===== src/hw/otpf_defs.svh =====
`ifndef OTPF_DEFS_SVH
`define OTPF_DEFS_SVH

// ----------------------------------------------------------------
// line timing
// ----------------------------------------------------------------
`define OTPF_SYS_KHZ 17'h1_E848
`define OTPF_BITS_PER_FRAME 256
`define OTPF_FRAME_HZ 8000
`define OTPF_LINE_KBPS (`OTPF_BITS_PER_FRAME * `OTPF_FRAME_HZ / 1000)
`define OTPF_LINE_STEP 17'(`OTPF_LINE_KBPS)
`define OTPF_MODE_SETTLE 2'h2

// ----------------------------------------------------------------
// frame layout
// ----------------------------------------------------------------
`define OTPF_LAST_BIT 8'hFF
`define OTPF_FAS_END 8'h07
`define OTPF_PAY_END 8'h0F
`define OTPF_TS_ALIGN 5'h00
`define OTPF_TS_PAYLOAD 5'h01
`define OTPF_FAS 7'h1B
`define OTPF_IDLE 8'hFF
`define OTPF_BUF_DEPTH 2

`endif


===== src/hw/otpf_pkg.sv =====
package otpf_pkg;

  typedef logic [7:0] otpf_byte_type;

  typedef struct packed {
    otpf_byte_type [1:0] mem;
    logic wrIdx;
    logic rdIdx;
    logic [1:0] count;
  } otpf_buf_state_type;

  typedef struct packed {
    logic [1:0] modeSync;
    logic [1:0] rxClkSync;
    logic [1:0] rxDatSync;
    logic rxClkLast;
    logic modeTaken;
    logic [1:0] modeWait;
    logic looped;
    logic [16:0] acc;
    logic [7:0] txBit;
    logic txOdd;
    otpf_byte_type txPay;
    logic txLine;
    logic txFrame;
    logic [7:0] rxHist;
    logic [7:0] rxBit;
    logic rxOdd;
    logic rxLocked;
    otpf_byte_type rxByte;
    logic rxValid;
  } otpf_chan_state_type;

endpackage


===== src/hw/otpf_framer.sv =====
`timescale 1ns/1ps
`include "otpf_defs.svh"

// ----------------------------------------------------------------
// two-entry payload buffer
// ----------------------------------------------------------------
module otpf_buffer
  import otpf_pkg::*;
(
  // clock and reset
  input wire logic sysClk,
  input wire logic rstSyncB,
  // fill side
  input wire logic inValid,
  output logic inReady,
  input wire otpf_byte_type inData,
  // drain side
  output logic outValid,
  input wire logic outReady,
  output otpf_byte_type outData
);
  otpf_buf_state_type s_q;
  otpf_buf_state_type s_d;
  logic push;
  logic pop;

  assign inReady = (s_q.count != 2'(`OTPF_BUF_DEPTH));
  assign outValid = (s_q.count != 2'h0);
  assign outData = s_q.mem[s_q.rdIdx];
  assign push = inValid & inReady;
  assign pop = outValid & outReady;

  always_comb begin
    s_d = s_q;
    if (push) begin
      s_d.mem[s_q.wrIdx] = inData;
      s_d.wrIdx = ~s_q.wrIdx;
    end
    if (pop) begin
      s_d.rdIdx = ~s_q.rdIdx;
    end
    s_d.count = s_q.count + 2'(push) - 2'(pop);
  end

  always_ff @(posedge sysClk or negedge rstSyncB) begin
    if (!rstSyncB) begin
      s_q <= '0;
    end else begin
      s_q <= s_d;
    end
  end
endmodule

// ----------------------------------------------------------------
// one channel: timing select, framer, aligner
// ----------------------------------------------------------------
module otpf_channel
  import otpf_pkg::*;
(
  // clock and reset
  input wire logic sysClk,
  input wire logic rstSyncB,
  // pins
  input wire logic loopedPin,
  input wire logic rxClkPin,
  input wire logic rxDataPin,
  output logic txLine,
  // payload in
  input wire logic payValid,
  output logic payTake,
  input wire otpf_byte_type payData,
  // status and receive
  output logic txFrame,
  output logic loopedMode,
  output logic rxLocked,
  output otpf_byte_type rxByte,
  output logic rxValid
);
  otpf_chan_state_type s_q;
  otpf_chan_state_type s_d;
  logic rxTick;
  logic intTick;
  logic txTick;
  logic [16:0] accSum;
  logic [4:0] slot;
  logic [2:0] pos;
  logic [7:0] nextBit;
  logic nextOdd;
  logic lineBit;
  logic [7:0] hist;
  logic [6:0] fasPat;

  assign fasPat = `OTPF_FAS;
  assign rxTick = s_q.rxClkSync[1] & ~s_q.rxClkLast;
  assign accSum = s_q.acc + `OTPF_LINE_STEP;
  assign intTick = (accSum >= `OTPF_SYS_KHZ);
  // no bits leave before the mode is known
  assign txTick = s_q.modeTaken
    & (s_q.looped ? rxTick : intTick);
  assign nextBit = s_q.txBit + 8'h01;
  assign nextOdd = (s_q.txBit == `OTPF_LAST_BIT) ? ~s_q.txOdd : s_q.txOdd;
  assign slot = nextBit[7:3];
  assign pos = nextBit[2:0];
  assign hist = {s_q.rxHist[6:0], s_q.rxDatSync[1]};
  assign payTake = txTick & (s_q.txBit == `OTPF_LAST_BIT) & payValid;

  // one payload slot per frame, one alignment slot with the FAS in even frames only (ones in odd frames), all others idle ones
  always_comb begin
    lineBit = 1'b1;
    if (slot == `OTPF_TS_ALIGN) begin
      if (!nextOdd && pos != 3'h0) begin
        lineBit = fasPat[3'h7 - pos];
      end
    end else if (slot == `OTPF_TS_PAYLOAD) begin
      // byte latched at frame start, so a late push cannot tear it
      lineBit = s_q.txPay[3'h7 - pos];
    end
  end

  always_comb begin
    s_d = s_q;
    s_d.modeSync = {s_q.modeSync[0], loopedPin};
    s_d.rxClkSync = {s_q.rxClkSync[0], rxClkPin};
    s_d.rxDatSync = {s_q.rxDatSync[0], rxDataPin};
    s_d.rxClkLast = s_q.rxClkSync[1];
    s_d.rxValid = 1'b0;
    s_d.txFrame = 1'b0;
    // static strap: changing it later would glitch the link
    // wait until the strap has crossed both synchroniser stages
    if (!s_q.modeTaken) begin
      if (s_q.modeWait != `OTPF_MODE_SETTLE) begin
        s_d.modeWait = s_q.modeWait + 2'h1;
      end else begin
        s_d.looped = s_q.modeSync[1];
        s_d.modeTaken = 1'b1;
      end
    end
    s_d.acc = intTick ? accSum - `OTPF_SYS_KHZ : accSum;
    if (txTick) begin
      s_d.txBit = nextBit;
      s_d.txOdd = nextOdd;
      s_d.txLine = lineBit;
      if (s_q.txBit == `OTPF_LAST_BIT) begin
        s_d.txPay = payValid ? payData : `OTPF_IDLE;
        s_d.txFrame = 1'b1;
      end
    end
    if (rxTick) begin
      s_d.rxHist = hist;
      s_d.rxBit = s_q.rxBit + 8'h01;
      if (s_q.rxBit + 8'h01 == `OTPF_LAST_BIT + 8'h00) begin
        s_d.rxBit = `OTPF_LAST_BIT;
      end
      if (!s_q.rxLocked) begin
        if (hist[6:0] == `OTPF_FAS) begin
          s_d.rxLocked = 1'b1;
          s_d.rxBit = `OTPF_FAS_END;
          s_d.rxOdd = 1'b0;
        end
      end else begin
        if (s_q.rxBit == `OTPF_LAST_BIT) begin
          s_d.rxOdd = ~s_q.rxOdd;
        end
        if (s_q.rxBit + 8'h01 == `OTPF_FAS_END && !s_q.rxOdd
            && s_q.rxBit != `OTPF_LAST_BIT
            && hist[6:0] != `OTPF_FAS) begin
          s_d.rxLocked = 1'b0;
        end
        if (s_q.rxBit + 8'h01 == `OTPF_PAY_END) begin
          s_d.rxByte = hist;
          s_d.rxValid = 1'b1;
        end
      end
    end
  end

  always_ff @(posedge sysClk or negedge rstSyncB) begin
    if (!rstSyncB) begin
      s_q <= '0;
    end else begin
      s_q <= s_d;
    end
  end

  assign txLine = s_q.txLine;
  assign txFrame = s_q.txFrame;
  assign loopedMode = s_q.looped;
  assign rxLocked = s_q.rxLocked;
  assign rxByte = s_q.rxByte;
  assign rxValid = s_q.rxValid;
endmodule

// ----------------------------------------------------------------
// top: reset release and two independent channels
// ----------------------------------------------------------------
module otpf_framer
  import otpf_pkg::*;
(
  // clock and reset
  input wire logic sys_clk,
  input wire logic rst_b,
  // channel 1 pins and user side
  input wire logic ch1LoopedPin,
  input wire logic ch1RxClk,
  input wire logic ch1RxData,
  output logic ch1TxLine,
  input wire logic ch1InValid,
  output logic ch1InReady,
  input wire otpf_byte_type ch1InData,
  output logic ch1TxFrame,
  output logic ch1Looped,
  output logic ch1RxLocked,
  output otpf_byte_type ch1RxByte,
  output logic ch1RxValid,
  // channel 2 pins and user side
  input wire logic ch2LoopedPin,
  input wire logic ch2RxClk,
  input wire logic ch2RxData,
  output logic ch2TxLine,
  input wire logic ch2InValid,
  output logic ch2InReady,
  input wire otpf_byte_type ch2InData,
  output logic ch2TxFrame,
  output logic ch2Looped,
  output logic ch2RxLocked,
  output otpf_byte_type ch2RxByte,
  output logic ch2RxValid
);
  logic [1:0] rstSync_q;
  logic rstSyncB;
  logic [1:0] bufValid;
  logic [1:0] bufTake;
  otpf_byte_type [1:0] bufData;

  always_ff @(posedge sys_clk or negedge rst_b) begin
    if (!rst_b) begin
      rstSync_q <= 2'h0;
    end else begin
      rstSync_q <= {rstSync_q[0], 1'b1};
    end
  end
  assign rstSyncB = rstSync_q[1];

  otpf_buffer u_buf1 (
    .sysClk(sys_clk), .rstSyncB(rstSyncB),
    .inValid(ch1InValid), .inReady(ch1InReady), .inData(ch1InData),
    .outValid(bufValid[0]), .outReady(bufTake[0]), .outData(bufData[0])
  );
  otpf_buffer u_buf2 (
    .sysClk(sys_clk), .rstSyncB(rstSyncB),
    .inValid(ch2InValid), .inReady(ch2InReady), .inData(ch2InData),
    .outValid(bufValid[1]), .outReady(bufTake[1]), .outData(bufData[1])
  );

  otpf_channel u_ch1 (
    .sysClk(sys_clk), .rstSyncB(rstSyncB),
    .loopedPin(ch1LoopedPin), .rxClkPin(ch1RxClk),
    .rxDataPin(ch1RxData), .txLine(ch1TxLine),
    .payValid(bufValid[0]), .payTake(bufTake[0]), .payData(bufData[0]),
    .txFrame(ch1TxFrame), .loopedMode(ch1Looped),
    .rxLocked(ch1RxLocked), .rxByte(ch1RxByte), .rxValid(ch1RxValid)
  );
  otpf_channel u_ch2 (
    .sysClk(sys_clk), .rstSyncB(rstSyncB),
    .loopedPin(ch2LoopedPin), .rxClkPin(ch2RxClk),
    .rxDataPin(ch2RxData), .txLine(ch2TxLine),
    .payValid(bufValid[1]), .payTake(bufTake[1]), .payData(bufData[1]),
    .txFrame(ch2TxFrame), .loopedMode(ch2Looped),
    .rxLocked(ch2RxLocked), .rxByte(ch2RxByte), .rxValid(ch2RxValid)
  );
endmodule


===== config.mk =====
export PLATFORM = sky130hd
export DESIGN_NAME = otpf_framer
export DESIGN_NICKNAME = d
export VERILOG_FILES = /design/src/hw/otpf_pkg.sv /design/src/hw/otpf_framer.sv
export VERILOG_INCLUDE_DIRS = /design/src /design/src/hw
export SDC_FILE = /design/constraint.sdc
export NUM_CORES = 1
export LEC_CHECK = 0
export ABC_AREA = 1
export BUFFER_PORTS_ARGS = -buffer_cell sky130_fd_sc_hd__buf_2
export CAP_MARGIN = 20
export CORE_UTILIZATION = 53
export DETAILED_ROUTE_END_ITERATION = 12
export GPL_ROUTABILITY_DRIVEN = 0
export PLACE_DENSITY = 0.71
export SLEW_MARGIN = 20
export SYNTH_ARGS = -nofsm -noshare
export SYNTH_HDL_FRONTEND = slang
export SYNTH_SLANG_ARGS = --single-unit

===== constraint.sdc =====
create_clock -name sys_clk -period 6.5 [get_ports sys_clk]
set_input_delay 1.3 -clock sys_clk [delete_from_list [all_inputs] [get_ports sys_clk]]
set_output_delay 1.3 -clock sys_clk [all_outputs]
set_load 0.02 [all_outputs]

# Yosys cells after proc, flatten, opt, wreduce, memory -nomap -nowiden
# Memories as Yosys holds them, arrays and structs flattened.
# Index checks and enable logic that the tools add are counted.
[op_classes]
n_addsub = 16
order_cmp = 10
eq_ne = 24
n_mux = 60
bitwise = 26
reduce_logical = 32
[ops]
columns = ["cell", "count"]
rows = [
  ["two-way mux 8 bit", 12],
  ["== test 8 bit (second input constant)", 6],
  ["adder 17 x 12 -> 17 bit (second input constant)", 2],
  ["greater-or-equal comparator 17 bit (second input constant)", 2],
  ["two-way mux 17 bit", 2],
  ["subtractor 17 bit (second input constant)", 2],
  ["adder 8 x 1 -> 8 bit (second input constant)", 4],
  ["bitwise mux 16 bit", 2],
  ["two-way mux 1 bit", 32],
  ["two-way mux 10 bit", 2],
  ["demux 8 bit (select 1 bit)", 2],
  ["== test 8 x 3 -> 1 bit (second input constant)", 2],
  ["== test 8 x 4 -> 1 bit (second input constant)", 2],
  ["!= test 8 bit (second input constant)", 2],
  ["== test 7 x 5 -> 1 bit (second input constant)", 2],
  ["!= test 7 x 5 -> 1 bit (second input constant)", 2],
  ["NOT 1 bit", 14],
  ["bitwise AND 1 bit", 12],
  ["!= test 2 bit (second input constant)", 6],
  ["AND reduction 2 bit", 6],
  ["AND reduction 3 bit", 4],
  ["== test 5 x 1 -> 1 bit (second input constant)", 2],
  ["logical AND 1 bit", 10],
  ["logical NOT 5 bit", 2],
  ["13 further kinds", 34],
]
[totals]
reg_bits = 188
mem_bits_ro = 16
output_inout_bits = 28
elab_cells = 219
n_memories = 2
[mem_list]
columns = ["memory", "words", "width", "read_ports", "rd_clocked_by_memory_dff", "wr", "line", "source"]
rows = [
  ["(name not given)", 8, 1, 1, 0, 0, "otpf_framer.sv:112", "lineBit = fasPat[3'h7 - pos];"],
  ["(name not given)", 8, 1, 1, 0, 0, "otpf_framer.sv:112", ""],
]

# Longest topological paths before layout
[depth]
word_depth = 8
mapped_depth = 17

# Hierarchy
# From an unflattened synthesis, not the netlist that was laid out.
[hier_totals]
cells_unflattened = 1131
hier_area_um2 = 9315.2
[by_module_without_submodules]
columns = ["mod", "n_inst", "cells_per_inst", "area_each_um2", "seq_area_each_um2"]
rows = [
  ["otpf_channel", 2, 439, 3622.2, 1751.7],
  ["otpf_buffer", 2, 125, 1008.5, 500.5],
  ["otpf_framer", 1, 3, 53.8, 50.0],
]

# Worst setup path after synthesis
# Ideal clock, no wire load.
[synth_timing]
path_type = "input to register"
from = "in ch1InValid"
to = "reg u_buf1.s_q[10] (netlist name)"
setup_time_ps = 131
arrival_time_ps = 2022
t_required_ps = 6369
slack_ps = 4348
stages = 6
path_buffers = 2
cell_sequence = "nand2_1 > or2_1 > clkbuf_1 > clkbuf_1 > nand2_1 > o21ai_0"
[synth_via]
elab_chain_len = 1
[synth_rtl]
columns = ["element", "line", "source"]
rows = [
  ["from (decl)", "otpf_framer.sv:207", "input wire logic ch1InValid,"],
  ["bitwise AND 1 bit", "otpf_framer.sv:30", "assign push = inValid & inReady;"],
  ["to (signal assigned)", "otpf_framer.sv:47", "s_q <= '0;"],
  ["to (signal assigned)", "otpf_framer.sv:49", "s_q <= s_d;"],
  ["to (decl)", "otpf_framer.sv:22", "otpf_buf_state_type s_q;"],
]
# Every way passes these cells.
# A chain may end at the register's enable or synchronous reset.

==> impl_metrics.env <==
export IMPL_synthFlopType="dfrtp_1"
export IMPL_die_y_um=129
export IMPL_utilization_pct=59.8
export IMPL_worst_slack_ns=3.69
export IMPL_post_cts_setup_buffers=0
export IMPL_pwr_share_comb_pct=21.4
export IMPL_drt_iter0_drc=299
export IMPL_cts_tree="built"
export IMPL_cts_hold_buffers_added=0
export IMPL_syn_area_um2=8610
export IMPL_grt_pass1_wl_um=26400
export IMPL_crit_path_start="u_ch2.s_q[67]"
export IMPL_final_cells=1252
export IMPL_setup_viol=0
export IMPL_place_area_um2=8960
export IMPL_ys_ff_latch=182
export IMPL_whs_ns=0.348
export IMPL_cts_sinks=182
export IMPL_hold_path_startpoint="u_ch1.s_d[73]"
export IMPL_yosysSeqAreaShare_pct=52.9
export IMPL_worstSetupStartpointType="register"
export IMPL_p_sw_mw=0.957
export IMPL_dp_cells=1221
export IMPL_leakagePower_nw=4.80
export IMPL_synthArstFlopShare_pct=100
export IMPL_worst_slew_pin_slew_ns=0.947
export IMPL_h_tree_depth=4
export IMPL_hp_class="reg -> reg"
export IMPL_cellPowerDensity_nw_per_um2=317
export IMPL_final_area_um2=9510
export IMPL_die_width_um=129
export IMPL_yosysUniqueCellTypes=45
export IMPL_viasPerCell=4.94
export IMPL_syn_avg_cell_area_um2=8.76
export IMPL_start_util_pct=54.2
export IMPL_cts_root_buffer="clkbuf_16"
export IMPL_flow_area_growth_from_synthesis_pct=10.4
export IMPL_vias=6180
export IMPL_dieArea_um2=16800
export IMPL_crit_fanout=23
export IMPL_pre_cts_ws_ns=3.70
export IMPL_wl_per_cell_um=11.7
export IMPL_syn_instance_count=983
export IMPL_finalHoldViolations=0
export IMPL_relSlewSlack_pct=36.8
export IMPL_path_clk_slew_ns=0.06
export IMPL_endpoint_kind="register"
export IMPL_drcViolationCount=0
export IMPL_track_usage_pct=19.7
export IMPL_synth_edf_count=0
export IMPL_ctsResizeCount=0
export IMPL_ant_nets=0
export IMPL_num_io_pins=54
export IMPL_cts_made_buffers=17
export IMPL_critical_path_class="reg -> reg"
export IMPL_core_area_um2=15900
export IMPL_hpwl_um=10300
export IMPL_final_net_count=1072
export IMPL_outcome="finished, final reports clean"
export IMPL_p_int_mw=2.06
export IMPL_io_buffers=53
export IMPL_sw_frac_of_total_pct=31.8
export IMPL_std_cell_rows=46
export IMPL_first_pass_iters=5
export IMPL_rr_startpoint="u_ch2.s_q[67]"
export IMPL_power_total_mw=3.01
export IMPL_period_share_pct=43.2
export IMPL_ir_drop_mv=0.199
export IMPL_diodes=0
export IMPL_gr_total_overflow=0
export IMPL_grt_max_degree=77
export IMPL_arrival_ns=3.16
export IMPL_final_min_clock_period_ns=2.81
export IMPL_routed_wl_um=14700
export IMPL_yosys_warnings=0
export IMPL_crit_required_ns=6.85
export IMPL_clock_fmax_ghz=0.356
export IMPL_cts_buffer_depth=2
export IMPL_maxCapViolCount=0
export IMPL_grt_pass1_vias=5965
export IMPL_synth_net_count=1031
export IMPL_pwr_share_clk_pct=31.8
export IMPL_slew_viol_final=0
export IMPL_power_frac_seq_pct=46.8
export IMPL_antenna_found_initial=0
export IMPL_drive_gt1_share_pct=12.0
export IMPL_setup_tns_ns=0
export IMPL_rsz0062_at_grt="no"
export IMPL_fin_skew_ns=0.00842
export IMPL_clk_latency_ns=0.42
==> registers in the layout (all words and copies together) (netlist names), 2 cells and up <==
| name | flops |
|---|---|
| u_ch1.rxByte | 8 |
| u_ch2.hist | 8 |
| u_buf1.s_q | 20 |
| rstSync_q | 2 |
| u_ch2.s_q | 45 |
| u_ch1.s_d | 4 |
| u_ch1.hist | 8 |
| u_ch1.s_q | 45 |
| u_buf2.s_q | 20 |
| u_ch2.s_d | 4 |
| u_ch2.rxByte | 8 |
==> worst max-delay path, cell delays in order (launching register included) <==
cell     delay [ns]
dfrtp_1        0.37
nor2_2         0.62
inv_1          0.29
a21oi_1        0.44
nand3_4        0.25
nor2_1         0.19
ha_1           0.25
inv_1          0.05
ha_1           0.15
xnor2_1        0.11
==> power groups by stage <==
stage | Sequential [mW] | Combinational (mW) | Clock (mW)
5_1_grt | 1.43 | 0.758 | 1.03
6_report | 1.41 | 0.646 | 0.957
3_3_place_gp | 1.42 | 0.631 | 0
2_1_floorplan | 1.41 | 0.510 | 0
4_1_cts | 1.41 | 0.652 | 0.987
3_5_place_dp | 1.43 | 0.644 | 0
==> final cells by class <==
type	count	area, um^2
Fill cell	1418	6380
Sequential cell	182	4560
Multi-Input combinational cell	641	3370
Inverter	126	473
Clock buffer	20	447
Timing Repair Buffer	56	288
Tap cell	216	270
Clock inverter	11	100
==> Yosys cell counts (3+ instances only) <==
| cell | number | area (um^2) |
|---|---|---|
| nand2_2 | 7 | 43.8 |
| nand4_1 | 12 | 75.1 |
| nor4_1 | 3 | 18.8 |
| a21oi_1 | 20 | 100 |
| xor2_1 | 32 | 280 |
| nor3_1 | 10 | 50.1 |
| dfrtp_1 | 182 | 4550 |
| buf_4 | 17 | 128 |
| nor2_2 | 3 | 18.8 |
| o21ai_0 | 80 | 400 |
| nand2_4 | 4 | 45.0 |
| nor2_1 | 53 | 199 |
| clkinv_1 | 3 | 11.3 |
| o22ai_1 | 10 | 62.6 |
| nand3_1 | 41 | 205 |
| clkbuf_1 | 12 | 45.0 |
| o21ai_2 | 7 | 61.3 |
| nand2_1 | 266 | 998 |
| ha_1 | 22 | 275 |
| nor2_4 | 4 | 45.0 |
| buf_2 | 3 | 15.0 |
| inv_2 | 5 | 18.8 |
| xnor2_1 | 13 | 114 |
| inv_1 | 118 | 443 |
| or2_1 | 4 | 25.0 |
| o21ai_1 | 29 | 145 |
==> placed cells by master, fill, tap and decap left out, drive strengths merged <==
master	instances
o21bai	2
nand3	42
nor2	60
a21oi	22
ha	22
clkinv	8
nand3b	2
a22oi	1
bufinv	1
o211a	1
o21a	1
o31ai	1
o211ai	2
nand4	13
mux2i	1
dfrtp	182
or2	4
xnor2	13
o21ai	116
nand2	277
conb	1
a31oi	1
buf	56
inv	126
and3	1
clkbuf	20
xor2	33
nor3	12
o22ai	10
nor4	3
clkinvlp	2
==> worst paths after layout <==
check / endpoint / slack (ns) / cells after the start
worst max register to register: u_buf2.s_q[1] / 3.69 / 9
worst max-delay path: u_buf2.s_q[1] / 3.69 / 9
worst min register to register: u_ch1.s_q[73] / 0.35 / 0
worst min-delay path: u_ch1.s_q[73] / 0.35 / 0
max in group asynchronous: u_ch2.s_q[52] / 4.76 / 1
min in group asynchronous: u_ch1.s_q[65] / 0.48 / 0
==> layer usage <==
metal / GRT usage, % / up-vias / routed length (um)
li1: - / 3191 / -
met1: 25.2 / 2907 / 7030
met2: 33.5 / 65 / 7120
met3: 4.50 / 17 / 380
met4: 6.22 / 0 / 182
met5: 0 / - / 0
==> cell families (layout without fill, tap and decap cells) <==
kind of cell             after synthesis  count (layout)  synth area share (%)
buffers and inverters                160             213                  7.94
multiplexers                           1               1                 0.116
flip-flops                           182             182                  52.9
adder cells (fa/ha/maj)               22              22                  3.20
other                                  1               1                0.0436
XOR/XNOR                              46              46                  4.77
AO/OA/AOI/OAI                        157             157                  9.94
AND/OR/NAND/NOR                      414             414                  21.1
No activity file was read; power rests on OpenSTA's default activity.
